[config.mk]
export PLATFORM = sky130hd
export DESIGN_NAME = dds_param_select
export DESIGN_NICKNAME = d
export VERILOG_FILES = /design/src/hdl/param_select_pkg.sv /design/src/hdl/dds_param_select.sv
export VERILOG_INCLUDE_DIRS = /design/src /design/src/hdl
export SDC_FILE = /design/constraint.sdc
export NUM_CORES = 1
export LEC_CHECK = 0
export BUFFER_PORTS_ARGS = -buffer_cell sky130_fd_sc_hd__buf_2
export CORE_MARGIN = 2
export CORE_UTILIZATION = 49
export DETAILED_ROUTE_END_ITERATION = 6
export MAX_ROUTING_LAYER = met4
export PLACE_DENSITY = 0.82
export SLEW_MARGIN = 20
export SYNTH_ARGS = -nofsm -noshare
export SYNTH_HDL_FRONTEND = slang
export SYNTH_SLANG_ARGS = --single-unit
[constraint.sdc]
create_clock -name ref_clk -period 2.6 [get_ports ref_clk]
set_input_delay 0.65 -clock ref_clk [delete_from_list [all_inputs] [get_ports ref_clk]]
set_output_delay 0.65 -clock ref_clk [all_outputs]
set_load 0.05 [all_outputs]
[src/hdl/param_select_defines.svh]
`ifndef PARAM_SELECT_DEFINES_SVH
`define PARAM_SELECT_DEFINES_SVH
// RAM destination codes
`define RAM_DEST_FREQ 2'h0
`define RAM_DEST_PHASE 2'h1
`define RAM_DEST_AMPL 2'h2
`define RAM_DEST_POLAR 2'h3
// Ramp generator destination codes
`define RAMP_DEST_FREQ 2'h0
`define RAMP_DEST_PHASE 2'h1
`define RAMP_DEST_AMPL 2'h2
// Parallel port destination field codes
`define PORT_DEST_AMPL 2'h0
`define PORT_DEST_PHASE 2'h1
`define PORT_DEST_FREQ 2'h2
`define PORT_DEST_POLAR 2'h3
// Field positions
`define RAM_PHASE_MSB 31
`define RAM_PHASE_LSB 16
`define RAM_AMPL_MSB 15
`define RAM_AMPL_LSB 2
`define RAMP_PHASE_LSB 16
`define RAMP_AMPL_LSB 18
`define PORT_DEST_MSB 1
`define PORT_DATA_LSB 2
// Reset values
`define FREQ_RST 32'h0
`define PHASE_RST 16'h0
`define AMPL_RST 14'h0
`endif

[src/hdl/param_select_pkg.sv]
package param_select_pkg;
  // Which source currently drives each parameter
  typedef enum logic [2:0] {
    SRC_RAM, SRC_RAMP, SRC_PORT, SRC_PORT_LOW, SRC_SHIFT_KEY, SRC_SCALE_REG, SRC_PROFILE,
    SRC_NONE
  } source_e;
endpackage : param_select_pkg

[src/hdl/dds_param_select.sv]
`timescale 1ns/1ps
`default_nettype none
`include "param_select_defines.svh"

module dds_param_select
  import param_select_pkg::*;
#(
  parameter int FREQ_W = 32,
  parameter int PHASE_W = 16,
  parameter int AMPL_W = 14,
  parameter int GAIN_W = 4
) (
  input wire logic ref_clk,
  input wire logic rst,
  input wire logic ram_enable,
  input wire logic [1:0] ram_dest,
  input wire logic [31:0] ram_data,
  input wire logic ramp_generator_enable,
  input wire logic [1:0] ramp_generator_dest,
  input wire logic [31:0] ramp_generator_data,
  input wire logic port_enable,
  input wire logic [17:0] port_bus,
  input wire logic [GAIN_W-1:0] fm_gain,
  input wire logic shift_keying_enable,
  input wire logic shift_keying_auto,
  input wire logic [AMPL_W-1:0] shift_keying_data,
  input wire logic profile_ampl_enable,
  input wire logic [FREQ_W-1:0] tuning_word,
  input wire logic [PHASE_W-1:0] phase_offset_word,
  input wire logic [AMPL_W-1:0] amplitude_scale_factor,
  input wire logic [FREQ_W-1:0] profile_tuning_word,
  input wire logic [PHASE_W-1:0] profile_phase_offset_word,
  input wire logic [AMPL_W-1:0] profile_amplitude_scale_factor,
  output logic [FREQ_W-1:0] freq_out,
  output logic [PHASE_W-1:0] phase_out,
  output logic [AMPL_W-1:0] ampl_out,
  output source_e freq_src,
  output source_e phase_src,
  output source_e ampl_src
);

  logic [FREQ_W-1:0] freq_q, freq_d;
  logic [PHASE_W-1:0] phase_q, phase_d;
  logic [AMPL_W-1:0] ampl_q, ampl_d;
  source_e freq_src_q, freq_src_d, phase_src_q, phase_src_d, ampl_src_q, ampl_src_d;
  logic [1:0] port_dest;
  logic [15:0] port_word;

  // Port bus splits into destination field and data word
  assign port_dest = port_bus[`PORT_DEST_MSB:0];
  assign port_word = port_bus[17:`PORT_DATA_LSB];

  // Port word offsets the tuning word, shifted left by the gain setting
  function automatic logic [FREQ_W-1:0] fm_offset(input logic [15:0] w,
                                                   input logic [GAIN_W-1:0] g);
    logic [FREQ_W-1:0] wide;
    wide = FREQ_W'(w);
    fm_offset = wide << g;
  endfunction : fm_offset

  // Priority chains, re-evaluated from live enables every cycle
  always_comb begin
    // Frequency
    if (ram_enable && ram_dest == `RAM_DEST_FREQ) begin
      freq_d = ram_data;
      freq_src_d = SRC_RAM;
    end else if (ramp_generator_enable && ramp_generator_dest == `RAMP_DEST_FREQ) begin
      freq_d = ramp_generator_data;
      freq_src_d = SRC_RAMP;
    end else if (port_enable && port_dest == `PORT_DEST_FREQ) begin
      freq_d = tuning_word + fm_offset(port_word, fm_gain);
      freq_src_d = SRC_PORT;
    end else if (ram_enable) begin
      freq_d = tuning_word;
      freq_src_d = SRC_SCALE_REG;
    end else begin
      freq_d = profile_tuning_word;
      freq_src_d = SRC_PROFILE;
    end
    // Phase
    if (ram_enable && (ram_dest == `RAM_DEST_PHASE || ram_dest == `RAM_DEST_POLAR)) begin
      phase_d = ram_data[`RAM_PHASE_MSB:`RAM_PHASE_LSB];
      phase_src_d = SRC_RAM;
    end else if (ramp_generator_enable && ramp_generator_dest == `RAMP_DEST_PHASE) begin
      phase_d = ramp_generator_data[31:`RAMP_PHASE_LSB];
      phase_src_d = SRC_RAMP;
    end else if (port_enable && port_dest == `PORT_DEST_PHASE) begin
      phase_d = port_word;
      phase_src_d = SRC_PORT;
    end else if (port_enable && port_dest == `PORT_DEST_POLAR) begin
      phase_d = {port_word[7:0], phase_offset_word[7:0]};
      phase_src_d = SRC_PORT_LOW;
    end else if (ram_enable) begin
      phase_d = phase_offset_word;
      phase_src_d = SRC_SCALE_REG;
    end else begin
      phase_d = profile_phase_offset_word;
      phase_src_d = SRC_PROFILE;
    end
    // Amplitude
    if (shift_keying_enable && shift_keying_auto) begin
      ampl_d = shift_keying_data;
      ampl_src_d = SRC_SHIFT_KEY;
    end else if (shift_keying_enable) begin
      ampl_d = amplitude_scale_factor;
      ampl_src_d = SRC_SCALE_REG;
    end else if (ram_enable && (ram_dest == `RAM_DEST_AMPL || ram_dest == `RAM_DEST_POLAR)) begin
      ampl_d = ram_data[`RAM_AMPL_MSB:`RAM_AMPL_LSB];
      ampl_src_d = SRC_RAM;
    end else if (ramp_generator_enable && ramp_generator_dest == `RAMP_DEST_AMPL) begin
      ampl_d = ramp_generator_data[31:`RAMP_AMPL_LSB];
      ampl_src_d = SRC_RAMP;
    end else if (port_enable && port_dest == `PORT_DEST_AMPL) begin
      ampl_d = port_word[15:2];
      ampl_src_d = SRC_PORT;
    end else if (port_enable && port_dest == `PORT_DEST_POLAR) begin
      ampl_d = {port_word[15:8], amplitude_scale_factor[5:0]};
      ampl_src_d = SRC_PORT_LOW;
    end else if (profile_ampl_enable) begin
      ampl_d = profile_amplitude_scale_factor;
      ampl_src_d = SRC_PROFILE;
    end else begin
      ampl_d = {AMPL_W{1'b1}}; // No scaling: full scale
      ampl_src_d = SRC_NONE;
    end
  end

  // Register the selection so outputs come straight from flops
  always_ff @(posedge ref_clk or posedge rst) begin
    if (rst) begin
      freq_q <= `FREQ_RST;
      phase_q <= `PHASE_RST;
      ampl_q <= `AMPL_RST;
      freq_src_q <= SRC_NONE;
      phase_src_q <= SRC_NONE;
      ampl_src_q <= SRC_NONE;
    end else begin
      freq_q <= freq_d;
      phase_q <= phase_d;
      ampl_q <= ampl_d;
      freq_src_q <= freq_src_d;
      phase_src_q <= phase_src_d;
      ampl_src_q <= ampl_src_d;
    end
  end

  assign freq_out = freq_q;
  assign phase_out = phase_q;
  assign ampl_out = ampl_q;
  assign freq_src = freq_src_q;
  assign phase_src = phase_src_q;
  assign ampl_src = ampl_src_q;

  // Checks
  a_ram_freq_wins: assert property (@(posedge ref_clk) disable iff (rst)
    ram_enable && ram_dest == `RAM_DEST_FREQ |=> freq_src == SRC_RAM && freq_out == $past(ram_data))
    else $error("RAM did not drive frequency");
  a_ramp_freq: assert property (@(posedge ref_clk) disable iff (rst)
    !(ram_enable && ram_dest == `RAM_DEST_FREQ) && ramp_generator_enable
    && ramp_generator_dest == `RAMP_DEST_FREQ |=> freq_src == SRC_RAMP)
    else $error("Ramp did not drive frequency");
  a_profile_freq: assert property (@(posedge ref_clk) disable iff (rst)
    !ram_enable && ramp_generator_enable && ramp_generator_dest != `RAMP_DEST_FREQ
    && !(port_enable && port_dest == `PORT_DEST_FREQ)
    |=> freq_out == $past(profile_tuning_word))
    else $error("Frequency not from profile");
  a_ram_phase: assert property (@(posedge ref_clk) disable iff (rst)
    ram_enable && ram_dest == `RAM_DEST_POLAR
    |=> phase_out == $past(ram_data[31:16]) && ampl_src != SRC_RAMP)
    else $error("Polar RAM phase wrong");
  a_ramp_phase: assert property (@(posedge ref_clk) disable iff (rst)
    !(ram_enable && ram_dest[0]) && ramp_generator_enable
    && ramp_generator_dest == `RAMP_DEST_PHASE |=> phase_out == $past(ramp_generator_data[31:16]))
    else $error("Ramp phase wrong");
  a_keying_first: assert property (@(posedge ref_clk) disable iff (rst)
    shift_keying_enable |=> ampl_src == SRC_SHIFT_KEY || ampl_src == SRC_SCALE_REG)
    else $error("Shift keying lost amplitude");
  a_ram_ampl: assert property (@(posedge ref_clk) disable iff (rst)
    !shift_keying_enable && ram_enable && ram_dest[1]
    |=> ampl_out == $past(ram_data[15:2]))
    else $error("RAM amplitude wrong");
  a_ramp_ampl: assert property (@(posedge ref_clk) disable iff (rst)
    !shift_keying_enable && !(ram_enable && ram_dest[1]) && ramp_generator_enable
    && ramp_generator_dest == `RAMP_DEST_AMPL |=> ampl_out == $past(ramp_generator_data[31:18]))
    else $error("Ramp amplitude wrong");
  a_enable_follows: assert property (@(posedge ref_clk) disable iff (rst)
    $rose(shift_keying_enable) && shift_keying_auto |=> ampl_src == SRC_SHIFT_KEY)
    else $error("Enable change not followed");
  a_ramp_freq_data: assert property (@(posedge ref_clk) disable iff (rst)
    !(ram_enable && ram_dest == `RAM_DEST_FREQ) && ramp_generator_enable
    && ramp_generator_dest == `RAMP_DEST_FREQ |=> freq_out == $past(ramp_generator_data))
    else $error("Ramp frequency word wrong");
  // Port frequency is an offset on the tuning word; the sum wraps, so compare the difference
  a_port_freq_sum: assert property (@(posedge ref_clk) disable iff (rst)
    !(ram_enable && ram_dest == `RAM_DEST_FREQ)
    && !(ramp_generator_enable && ramp_generator_dest == `RAMP_DEST_FREQ)
    && port_enable && port_dest == `PORT_DEST_FREQ
    |=> freq_src == SRC_PORT
    && ((freq_out - $past(tuning_word)) == ($past(FREQ_W'(port_word)) << $past(fm_gain))))
    else $error("Port frequency offset wrong");
  a_port_polar_phase: assert property (@(posedge ref_clk) disable iff (rst)
    !(ram_enable && ram_dest[0])
    && !(ramp_generator_enable && ramp_generator_dest == `RAMP_DEST_PHASE)
    && port_enable && port_dest == `PORT_DEST_POLAR
    |=> phase_src == SRC_PORT_LOW
    && phase_out == {$past(port_word[7:0]), $past(phase_offset_word[7:0])})
    else $error("Port polar phase wrong");
  a_port_polar_ampl: assert property (@(posedge ref_clk) disable iff (rst)
    !shift_keying_enable && !(ram_enable && ram_dest[1])
    && !(ramp_generator_enable && ramp_generator_dest == `RAMP_DEST_AMPL)
    && port_enable && port_dest == `PORT_DEST_POLAR
    |=> ampl_src == SRC_PORT_LOW
    && ampl_out == {$past(port_word[15:8]), $past(amplitude_scale_factor[5:0])})
    else $error("Port polar amplitude wrong");
  a_auto_keying: assert property (@(posedge ref_clk) disable iff (rst)
    shift_keying_enable && shift_keying_auto |=> ampl_out == $past(shift_keying_data))
    else $error("Automatic shift keying amplitude wrong");
  a_manual_scale: assert property (@(posedge ref_clk) disable iff (rst)
    shift_keying_enable && !shift_keying_auto |=> ampl_out == $past(amplitude_scale_factor))
    else $error("Manual shift keying amplitude wrong");
  // One polar sample must feed both parameters in the same cycle
  a_polar_pair: assert property (@(posedge ref_clk) disable iff (rst)
    !shift_keying_enable && ram_enable && ram_dest == `RAM_DEST_POLAR
    |=> phase_src == SRC_RAM && ampl_src == SRC_RAM)
    else $error("Polar sample not shared");

endmodule : dds_param_select
`default_nettype wire

After elaboration in Yosys (flattened, before gate mapping)
Index checks and enable logic that the tools add are counted.
Storage, ports and cells
  input bits: 236
  flip-flop bits (word level): 71
Cells by class
  shift operators: 1
  eq/ne operators: 8
  multiplexer cells: 31
  reduce and logical (&&, ||, !) cells: 16
  add/sub/neg operators: 1
Operators with widths (number)
  32-bit two-way mux: 4
  14-bit two-way mux: 7
  16-bit two-way mux: 5
  3-bit two-way mux: 13
  32-bit adder: 1
  16-bit by 4-bit left shift with 32-bit output: 1
  1-bit logical AND: 11
  2-bit == test, second input constant: 5
  2-bit by 1-bit == test with 1-bit output, second input constant: 3
  2-bit zero test: 3
  1-bit logical OR: 2
  2-bit two-way mux: 1
  1-bit two-way mux: 1

Longest topological paths before layout
Gate-level depths: netlist (run 1).
  depth in word-level cells: 8
  mapped depth: 19
  mapped depth without buffers: 17

Least setup slack after synthesis (run 1)
Ideal clock, no wire load.
  path type: input-to-reg
  start: input fm_gain[0]
  end: register freq_q[25], in the netlist freq_out[25]
  arrival time: 4.173 ns
  stages: 17
  path slack: -1.699 ns
  data required time: 2.474 ns
  cell sequence: clkbuf_1 clkbuf_1 mux2_2 o21ai_0 nor2_1 a21oi_1 nor2_1 ha_1 and3_4 and3_2 a211oi_4 a21oi_4 a41oi_4 o22ai_1 a311oi_1 xor2_1 a21oi_1
Between the ends
  longest elaborated chain between the ends: 5
RTL lines
  from (decl): RTL line dds_param_select.sv:23  | input wire logic [GAIN_W-1:0] fm_gain,
  16-bit by 4-bit left shift with 32-bit output: RTL line dds_param_select.sv:58  | fm_offset = wide << g;
  32-bit adder: RTL line dds_param_select.sv:71  | freq_d = tuning_word + fm_offset(port_word, fm_gain);
  32-bit two-way mux: RTL line dds_param_select.sv:70  | end else if (port_enable && port_dest == `PORT_DEST_FREQ) begin
  32-bit two-way mux: RTL line dds_param_select.sv:67  | end else if (ramp_generator_enable && ramp_generator_dest == `RAMP_DEST_FREQ) begin
  32-bit two-way mux: RTL line dds_param_select.sv:64  | if (ram_enable && ram_dest == `RAM_DEST_FREQ) begin
  via freq_d[25]: RTL line dds_param_select.sv:42  | logic [FREQ_W-1:0] freq_q, freq_d;
  to (signal assigned): RTL line dds_param_select.sv:131  | freq_q <= `FREQ_RST;
  to (signal assigned): RTL line dds_param_select.sv:138  | freq_q <= freq_d;
  to (decl): RTL line dds_param_select.sv:42
The timed path passes the listed nets, and every way through them passes these cells.

Final worst setup path (run 1)
  start: input fm_gain[0]
  end: register freq_q[26], in the netlist freq_out[26]
Same word-level chain as after synthesis.

==> results of run 1 <==
-- placed cells by master, fill, tap and decap left out, types with 16 or more instances in the layout --
cell type / netlist / final
ha_1: 31 / 25
a21oi_1: 109 / 72
o211ai_1: 16 / 16
a211oi_1: 43 / 34
nand2_1: 100 / 96
buf_4: 1 / 184
a21oi_2: 0 / 30
a21o_1: 18 / 18
o21ai_0: 98 / 67
nand3b_1: 16 / 16
o21ai_1: 1 / 19
a22oi_1: 17 / 17
dfrtp_1: 62 / 62
mux2i_1: 55 / 46
nor2_1: 71 / 69
buf_2: 4 / 304
-- state kept, by name, summed over array words and instances, names as in the netlist --
signal / cells
freq_out: 32
phase_out: 16
ampl_out: 14
ampl_src: 3
freq_src: 3
phase_src: 3
-- where the power goes --
part	internal [mW]	switching [mW]
Combinational	1.17	1.80
Clock	0.774	0.500
Sequential	1.25	0.0477
Total	3.19	2.34
-- cells by family (layout without fill, tap and decap cells) --
group / after synthesis / count (layout) / share of synthesized area [%]
fa+ha+maj: 32 / 32 / 5.775
flops: 71 / 71 / 25.31
simple gates: 270 / 270 / 18.07
other cells: 0 / 4 / 0
mux: 71 / 71 / 10.66
buf+inv: 83 / 544 / 5.208
xor+xnor: 27 / 27 / 3.348
compound gates: 355 / 355 / 31.62
-- area by class of cell --
class	count	area [sq um]
multi-input combinational	755	5624
clock inverter	6	68.82
fill	945	2660
clock buffer	10	239.0
tap	180	225.2
antenna	4	10.01
sequential	71	1788
inverter	12	48.80
timing repair buffer	516	3324
-- worst paths after layout --
kind	end	slack [ns]	cells past startpoint
worst max-delay path	freq_out[26]$_DFF_PP0_	-1.01	17
min in group ref_clk	freq_out[0]$_DFF_PP0_	0.55	3
max in group asynchronous	freq_src[2]$_DFF_PP1_	1.54	3
worst min-delay path	ampl_out[0]$_DFF_PP0_	0.40	2
-- metrics by stage --
stage | instance area (sq um) | utilization, % | hold slack, ns | total power [mW] | instances
after floorplan | 7186 | - | 0.7668 | 2.802 | 909
after global placement | 10050 | 71.82 | 0.7625 | 3.825 | 1508
after detailed placement | 10050 | 71.82 | 0.7713 | 3.842 | 1508
after CTS | 10750 | 76.82 | 0.4132 | 5.239 | 1536
after global routing | 11330 | 80.97 | 0.4452 | 5.729 | 1553
final | 11330 | 80.98 | 0.4041 | 5.531 | 1554
-- what timing repair did --
action                                  CTS  global route
gates cloned                              1             0
pin swaps                                26            46
endpoints found under the setup margin   30            30
gates resized for setup                  70           105
buffers inserted                         11            18
-- per-layer routing --
metal | vias up | part of all wire (%) | track usage (%)
li1 | 4284 | - | -
met5 | - | 0 | -
met3 | 299 | 10 | 11.86
met2 | 873 | 45 | 70.49
met4 | 0 | 8.8 | 31.04
met1 | 4562 | 36 | 50.99
==> flow_metrics.py, run 1 <==
metrics = {
    "status": {
        "run_status": "finished with violations",
        "violations": "negative setup slack",
    },
    "final_layout": {
        "drive_gt1_share_pct": 50.22,
        "finalNetCount": 1633,
        "syn_to_final_growth_pct": 60.39,
    },
    "synth": {
        "synth_nets": 1177,
        "synth_seq_cells": 71,
        "synth_area_leaders": "dfrtp_1 22%, mux2i_1 7.8%, a21oi_1 7.7%",
        "synth_ff_type": "dfrtp_1",
        "syn_area_per_cell_sq_um": 7.770,
        "seq_area_frac_synth_pct": 25.31,
        "synth_top_area_share_pct": 21.97,
        "synth.cell_area_sq_mm": 0.007063,
        "synthCells": 909,
        "ys_warn_count": 0,
        "synth_most_common_cell": "a21oi_1",
        "synth_cell_type_count": 69,
        "yosys-top-cells-count": "109 x a21oi_1, 100 x nand2_1, 98 x o21ai_0",
        "async_reset_ff_share_pct": 100.0,
        "synth-edff-count": 0,
        "yosysTopAreaCell": "dfrtp_1",
    },
    "critical_path": {
        "required_ns": 2.85,
        "cp_num_buf_inv": 3,
        "max_stage_delay_ns": 0.38,
        "worstSetupEndpointType": "flip-flop",
        "crit_type": "input pin to flip-flop",
        "crit_start": "fm_gain[0]",
        "startpoint_type": "input pin",
        "critical-path-top-delay-family": "compound AO/OA/AOI/OAI gates",
        "crit_fanout": 8,
        "crit_path_cell_trace": "buf_12 > buf_8 > mux2i_1 > a21oi_1 > a21oi_2 > nor2_1 > ha_1 > a211o_2 > nand3_2 > o2111ai_2 > o21ai_2 > a2111o_1 > nand2_2 > a221o_1 > buf_6 > xnor2_2 > o22ai_1",
        "arrival_ns": 3.86,
        "critical_path.slowest_cell": "a221o_1",
    },
    "min_path": {
        "hold_path.class": "input pin to async pin",
    },
    "floorplan": {
        "initial_core_util_pct": 50.49,
        "num_io_pins": 307,
        "dieArea_sq_mm": 0.01539,
        "core_area_sq_mm": 0.01399,
        "num_rows": 43,
        "die_w_microns": 124.1,
        "dieHeight_microns": 124.1,
    },
    "clock_tree": {
        "clockRootBuffer": "clkbuf_16",
        "clk_pin_slew_ns": 0.06,
        "clkSinkCount": 71,
        "htreeDepth": 3,
        "clk_path_buf_depth": 2,
        "cts_made_buffers": 9,
        "cts_hold_buf": 0,
        "cts_tree": "built",
    },
    "drt": {
        "dr.pass1.iters": 6,
        "postRouteAntennaNets": 0,
        "wire_per_inst_microns": 23.97,
        "drt_wl_total_microns": 37260,
        "dr_total_vias": 10020,
        "drcViolationCount": 0,
        "vias_per_cell": 6.447,
        "drt_iter0_drc": 1347,
    },
    "flow_run": {
        "max_cap_viol_count": 0,
    },
    "sta": {
        "grt_setup_unrepaired": "yes",
        "setup_viol": 29,
        "min_period_ns": 3.610,
        "slew_headroom_pct": 55.66,
        "min_period_over_period_pct": 138.8,
        "finalHoldViolCount": 0,
        "fmax_mhz": 277.0,
        "final.setup.tns_ns": -21.39,
        "slew_viol_final": 0,
        "tightest_slew_ns": 0.6641,
        "worst_slack_ns": -1.010,
    },
    "power": {
        "power_density_mw_per_mm2": 488.3,
        "p_leak_nw": 5.380,
        "ir_drop_mv": 0.3154,
    },
    "grt": {
        "grt_start_max_net_pins": 35,
        "grt_pass1_vias": 9148,
        "grt_remaining_overflow": 0,
        "grt_pass1_wl_microns": 50200,
        "grt_usage_pct": 45.35,
        "antenna_found_initial": 3,
    },
    "place": {
        "numPortBuffers": 306,
        "dpl_worst_slack_ns": -1.527,
        "gp_congestion": 1.098,
        "dp_hpwl_microns": 28280,
    },
}
(Power assumes the default switching activity.)
==> run 2: changes to the inputs <==
--- a/config.mk
+++ b/config.mk
@@ -8,10 +8,10 @@
 export LEC_CHECK = 0
 export BUFFER_PORTS_ARGS = -buffer_cell sky130_fd_sc_hd__buf_2
 export CORE_MARGIN = 2
-export CORE_UTILIZATION = 49
+export CORE_UTILIZATION = 45
 export DETAILED_ROUTE_END_ITERATION = 6
 export MAX_ROUTING_LAYER = met4
-export PLACE_DENSITY = 0.82
+export PLACE_DENSITY_LB_ADDON = 0.3
 export SLEW_MARGIN = 20
 export SYNTH_ARGS = -nofsm -noshare
 export SYNTH_HDL_FRONTEND = slang
==> constraint.sdc (replaced) <==
create_clock -name ref_clk -period 2.9 [get_ports ref_clk]
set_input_delay 0.725 -clock ref_clk [delete_from_list [all_inputs] [get_ports ref_clk]]
set_output_delay 0.725 -clock ref_clk [all_outputs]
set_load 0.05 [all_outputs]
==> flow_metrics.py, run 2 (synthesis results as in run 1) <==
metrics = {
    "drt": {
        "vias_per_cell": 5.937,
        "drt_iter0_drc": 1212,
        "wl_met1_microns": 12870,
        "wl_met3_microns": 3372,
        "top_layer": "met4",
        "dr_total_vias": 9315,
        "dr_wl_met2_microns": 15710,
        "postRouteAntennaNets": 0,
        "drcViolationCount": 0,
        "drt_wl_total_microns": 33190,
        "dr.pass1.iters": 5,
        "wire_per_inst_microns": 21.15,
    },
    "floorplan": {
        "dieHeight_microns": 129.3,
        "dieArea_sq_mm": 0.01671,
        "num_rows": 45,
        "num_io_pins": 307,
        "initial_core_util_pct": 46.29,
        "core_area_sq_mm": 0.01526,
        "die_w_microns": 129.3,
    },
    "critical_path": {
        "worstSetupEndpointType": "flip-flop",
        "crit_path_cell_trace": "buf_12 > buf_12 > buf_12 > mux2i_4 > nor2_1 > a31oi_1 > o21ai_1 > nor2_1 > a21oi_2 > ha_4 > nand4_1 > nor2_2 > buf_4 > a41oi_4 > o21ai_4 > a31oi_4 > or4_4 > nand3_2",
        "max_stage_delay_ns": 0.42,
        "startpoint_type": "input pin",
        "cpMostUsedCell": "buf_12",
        "crit_fanout": 8,
        "required_ns": 3.18,
        "arrival_ns": 3.87,
        "crit_type": "input pin to flip-flop",
        "critical_path.slowest_cell": "or4_4",
    },
    "final_layout": {
        "fillerInstances": 1289,
        "largest_reg_flops": 32,
        "utilization_pct": 72.05,
        "stdcell_area_sq_mm": 0.01099,
        "layout.cells.most_common": "buf_2",
        "drive_gt1_share_pct": 48.48,
        "final_cells": 1569,
        "syn_to_final_growth_pct": 55.66,
        "finalNetCount": 1614,
        "final_cell_mix": "304 x buf_2, 177 x buf_4, 95 x nand2_1, 81 x a21oi_1, 71 x o21ai_0",
    },
    "sta": {
        "hold_slack_ns": 0.4540,
        "fmax_mhz": 278.2,
        "min_period_ns": 3.595,
        "slew_headroom_pct": 51.12,
        "setup_viol": 27,
        "min_period_over_period_pct": 124.0,
        "worst_slack_ns": -0.6951,
        "final.setup.tns_ns": -12.13,
        "slew_viol_final": 0,
        "tightest_slew_ns": 0.7331,
        "grt_setup_unrepaired": "yes",
        "finalHoldViolCount": 0,
    },
    "clock_tree": {
        "cts_tree": "built",
        "htreeDepth": 3,
        "cts_made_buffers": 9,
        "clk_pin_slew_ns": 0.07,
        "clockRootBuffer": "clkbuf_16",
        "cts_hold_buf": 0,
        "clkSinkCount": 71,
        "clk_path_buf_depth": 2,
    },
    "power": {
        "p_switching_mw": 1.995,
        "swShare_pct": 41.07,
        "ir_drop_mv": 0.2819,
        "power_density_mw_per_mm2": 441.8,
        "p_int_mw": 2.862,
        "power.total_mw": 4.857,
        "power_frac_clock_pct": 24.9,
        "pwr-share-seq_pct": 23.9,
        "p_comb_share_pct": 51.3,
        "p_leak_nw": 5.245,
    },
    "place": {
        "numPortBuffers": 306,
        "dp_cells": 1519,
        "gp_congestion": 1.004,
        "dpl_worst_slack_ns": -1.268,
        "postPlaceCellArea_sq_mm": 0.009868,
        "dp_hpwl_microns": 26290,
    },
    "status": {
        "run_status": "finished with violations",
        "violations": "negative setup slack",
    },
    "grt": {
        "grt_pass1_wl_microns": 47910,
        "grt_usage_pct": 38.89,
        "grt_pass1_vias": 8546,
        "antenna_found_initial": 4,
        "grt_remaining_overflow": 0,
        "grt_start_max_net_pins": 72,
    },
    "min_path": {
        "hold_path.class": "input pin to async pin",
    },
    "flow_run": {
        "max_cap_viol_count": 0,
    },
}
-- run 2: worst max path at each step --
| stage | startpoint | to | slack (ns) | cells after the start |
|---|---|---|---|---|
| 5_1_grt | fm_gain[0] | freq_out[29]$_DFF_PP0_ | -0.85 | 18 |
| 6_report | fm_gain[0] | freq_out[29]$_DFF_PP0_ | -0.70 | 18 |
| 2_1_floorplan | fm_gain[0] | freq_out[30]$_DFF_PP0_ | -0.91 | 17 |
| 3_5_place_dp | fm_gain[0] | freq_out[29]$_DFF_PP0_ | -1.27 | 18 |
| 3_3_place_gp | fm_gain[0] | freq_out[29]$_DFF_PP0_ | -1.13 | 17 |
| 4_1_cts | fm_gain[0] | freq_out[25]$_DFF_PP0_ | -0.61 | 16 |
-- run 2: layer usage --
| metal | global-route usage [%] | vias to the layer above |
|---|---|---|
| li1 | - | 4249 |
| met1 | 49.28 | 4358 |
| met2 | 61.42 | 609 |
| met3 | 7.597 | 99 |
| met4 | 15.03 | 0 |
| met5 | - | - |
-- run 2: final cells by class --
type,instances,area (sq um),area share (%)
inverter,12,45.04,0.4097
clock inverter,7,95.09,0.8649
tap,211,264.0,2.401
antenna,7,17.52,0.1593
timing repair buffer,497,3090,28.11
clock buffer,9,225.2,2.048
sequential,71,1788,16.26
multi-input combinational,755,5469,49.74
-- run 2: power by group through the flow --
stage               logic [mW]  clock network (mW)  registers, mW
global placement          2.18                   0           1.17
floorplan                0.910                   0           1.60
global route              2.64                1.24           1.17
finish                    2.49                1.21           1.16
detailed placement        2.19                   0           1.18
CTS                       2.32                1.20           1.16
-- run 2: what timing repair did --
| item | 4_1_cts | 5_1_grt |
|---|---|---|
| setup endpoints to repair | 28 | 28 |
| gates cloned | 1 | 0 |
| setup buffers | 18 | 10 |
| endpoints found under the hold margin | 0 | 0 |
| resized for setup | 61 | 77 |
| pin swaps | 42 | 52 |
-- run 2: worst max-delay path, delay by kind of cell --
kind / cells / cell delay [ns]
AOI/OAI and AO/OA: 6 / 1.01
adders and majority gates: 1 / 0.31
buffers and inverters: 4 / 0.50
muxes: 1 / 0.23
and+or+nand+nor: 6 / 1.07
==> run 3: changes to the inputs <==
--- a/config.mk
+++ b/config.mk
@@ -11,7 +11,7 @@
 export CORE_UTILIZATION = 45
 export DETAILED_ROUTE_END_ITERATION = 6
 export MAX_ROUTING_LAYER = met4
-export PLACE_DENSITY_LB_ADDON = 0.3
+export PLACE_DENSITY = 0.79
 export SLEW_MARGIN = 20
 export SYNTH_ARGS = -nofsm -noshare
 export SYNTH_HDL_FRONTEND = slang
==> flow_metrics.py, run 3 (synthesis results as in run 1) <==
metrics = {
    "floorplan": {
        "dieHeight_microns": 129.3,
        "num_rows": 45,
        "num_io_pins": 307,
        "core_area_sq_mm": 0.01526,
        "dieArea_sq_mm": 0.01671,
        "initial_core_util_pct": 46.29,
        "die_w_microns": 129.3,
    },
    "grt": {
        "antenna_found_initial": 2,
        "grt_start_max_net_pins": 35,
        "grt_pass1_wl_microns": 50170,
        "grt_remaining_overflow": 0,
        "grt_usage_pct": 41.32,
        "grt_pass1_vias": 8869,
    },
    "final_layout": {
        "layout.cells.most_common": "buf_2",
        "finalNetCount": 1634,
        "stdcell_area_sq_mm": 0.01128,
        "utilization_pct": 73.91,
        "largest_reg_flops": 32,
        "final_cell_mix": "303 x buf_2, 193 x buf_4, 96 x nand2_1, 76 x a21oi_1, 70 x o21ai_0",
        "syn_to_final_growth_pct": 59.66,
        "drive_gt1_share_pct": 49.60,
        "regArea_sq_mm": 0.001788,
        "multi_input_area_sq_mm": 0.005574,
        "fillerInstances": 1162,
    },
    "min_path": {
        "hold_path.class": "input pin to async pin",
    },
    "clock_tree": {
        "clk_path_buf_depth": 2,
        "cts_made_buffers": 9,
        "clk_pin_slew_ns": 0.06,
        "clockRootBuffer": "clkbuf_16",
        "cts_tree": "built",
        "htreeDepth": 3,
        "clkSinkCount": 71,
        "cts_hold_buf": 0,
    },
    "critical_path": {
        "startpoint_type": "input pin",
        "crit_fanout": 7,
        "arrival_ns": 3.83,
        "crit_type": "input pin to flip-flop",
        "required_ns": 3.11,
        "worstSetupEndpointType": "flip-flop",
    },
    "sta": {
        "tightest_slew_ns": 0.6791,
        "min_period_ns": 3.621,
        "finalHoldViolCount": 0,
        "grt_setup_unrepaired": "yes",
        "setup_viol": 27,
        "slew_viol_final": 0,
        "min_period_over_period_pct": 124.9,
        "worst_slack_ns": -0.7213,
        "fmax_mhz": 276.1,
        "slew_headroom_pct": 54.56,
    },
    "drt": {
        "drt_wl_total_microns": 35530,
        "drt_iter0_drc": 941,
        "vias_per_cell": 5.974,
        "dr_total_vias": 9468,
        "postRouteAntennaNets": 0,
        "drcViolationCount": 0,
        "wire_per_inst_microns": 22.42,
        "dr.pass1.iters": 6,
    },
    "status": {
        "run_status": "finished with violations",
        "violations": "negative setup slack",
    },
    "place": {
        "gp_congestion": 1.023,
        "dpl_worst_slack_ns": -1.222,
        "postPlaceCellArea_sq_mm": 0.009956,
        "dp_hpwl_microns": 27800,
        "numPortBuffers": 306,
    },
    "power": {
        "ir_drop_mv": 0.2682,
        "power_density_mw_per_mm2": 443.5,
        "p_leak_nw": 5.384,
    },
    "flow_run": {
        "max_cap_viol_count": 0,
    },
}
[run 3: changes by cell type in the layout (fill, tap and decap cells not counted), sizes merged]
cell,delta
buf,+20
diode,-4
inv,+1
clkinv,-2
clkbuf,+1
[run 3: critical path: stages]
cell and delay [ns]:
buf_12 0.12, buf_12 0.14, mux2i_4 0.18, nand2_1 0.08, o31a_1 0.17, a21oi_2 0.08
buf_4 0.15, a21oi_4 0.19, ha_4 0.23, a21o_1 0.15, a21o_1 0.20, a211oi_2 0.26
o21ai_2 0.09, a41oi_4 0.26, buf_4 0.17, o22ai_2 0.07, a311oi_2 0.25, xor2_1 0.19
a21oi_1 0.09
[run 3: stage by stage]
| stage | instances | TNS (ns) | total power, mW | hold WS, ns |
|---|---|---|---|---|
| after floorplan | 909 | -16.00 | 2.512 | 0.8418 |
| after global placement | 1529 | -27.94 | 3.425 | 0.7263 |
| after detailed placement | 1529 | -28.77 | 3.428 | 0.7262 |
| after CTS | 1569 | -11.52 | 4.797 | 0.3702 |
| after global routing | 1584 | -16.96 | 5.191 | 0.3998 |
| final | 1585 | -13.64 | 5.002 | 0.3676 |
[run 3: metal layers]
layer / track usage [%] / vias to the layer above / part of all wire [%]
met3: 6.647 / 156 / 9.5
met2: 66.78 / 668 / 48
li1: - / 4281 / -
met1: 49.43 / 4363 / 37
met5: - / - / 0
met4: 22.25 / 0 / 6.1
[run 3: report_power, final]
part	internal, mW	leakage (nW)	switching, mW	total (mW)
combinational	1.05	4.40	1.58	2.62
clock	0.781	0.160	0.440	1.22
sequential	1.12	0.825	0.0404	1.16
[run 3: final timing paths]
| kind | startpoint | endpoint | slack (ns) | depth (start not counted) |
|---|---|---|---|---|
| min in group ref_clk | ram_data[1] | freq_out[1]$_DFF_PP0_ | 0.59 | 3 |
| max in group asynchronous | rst | freq_src[0]$_DFF_PP1_ | 1.75 | 3 |
| max | fm_gain[0] | freq_out[25]$_DFF_PP0_ | -0.72 | 19 |
| min | rst | ampl_out[12]$_DFF_PP0_ | 0.37 | 2 |
[run 3: timing repair]
action	CTS	global route
hold endpoints to repair	0	0
gates resized for setup	82	80
gates cloned	1	0
setup buffers	24	13
endpoints found under the setup margin	28	30
pin swaps	55	55
[run 3: area by class of cell]
class                      instances  area share [%]
clock inverter                     6          0.7988
clock buffer                      10           2.119
antenna                            3         0.06657
sequential                        71           15.85
timing repair buffer             517           28.99
multi-input combinational        755           49.43
inverter                          12          0.3994
tap                              211           2.341
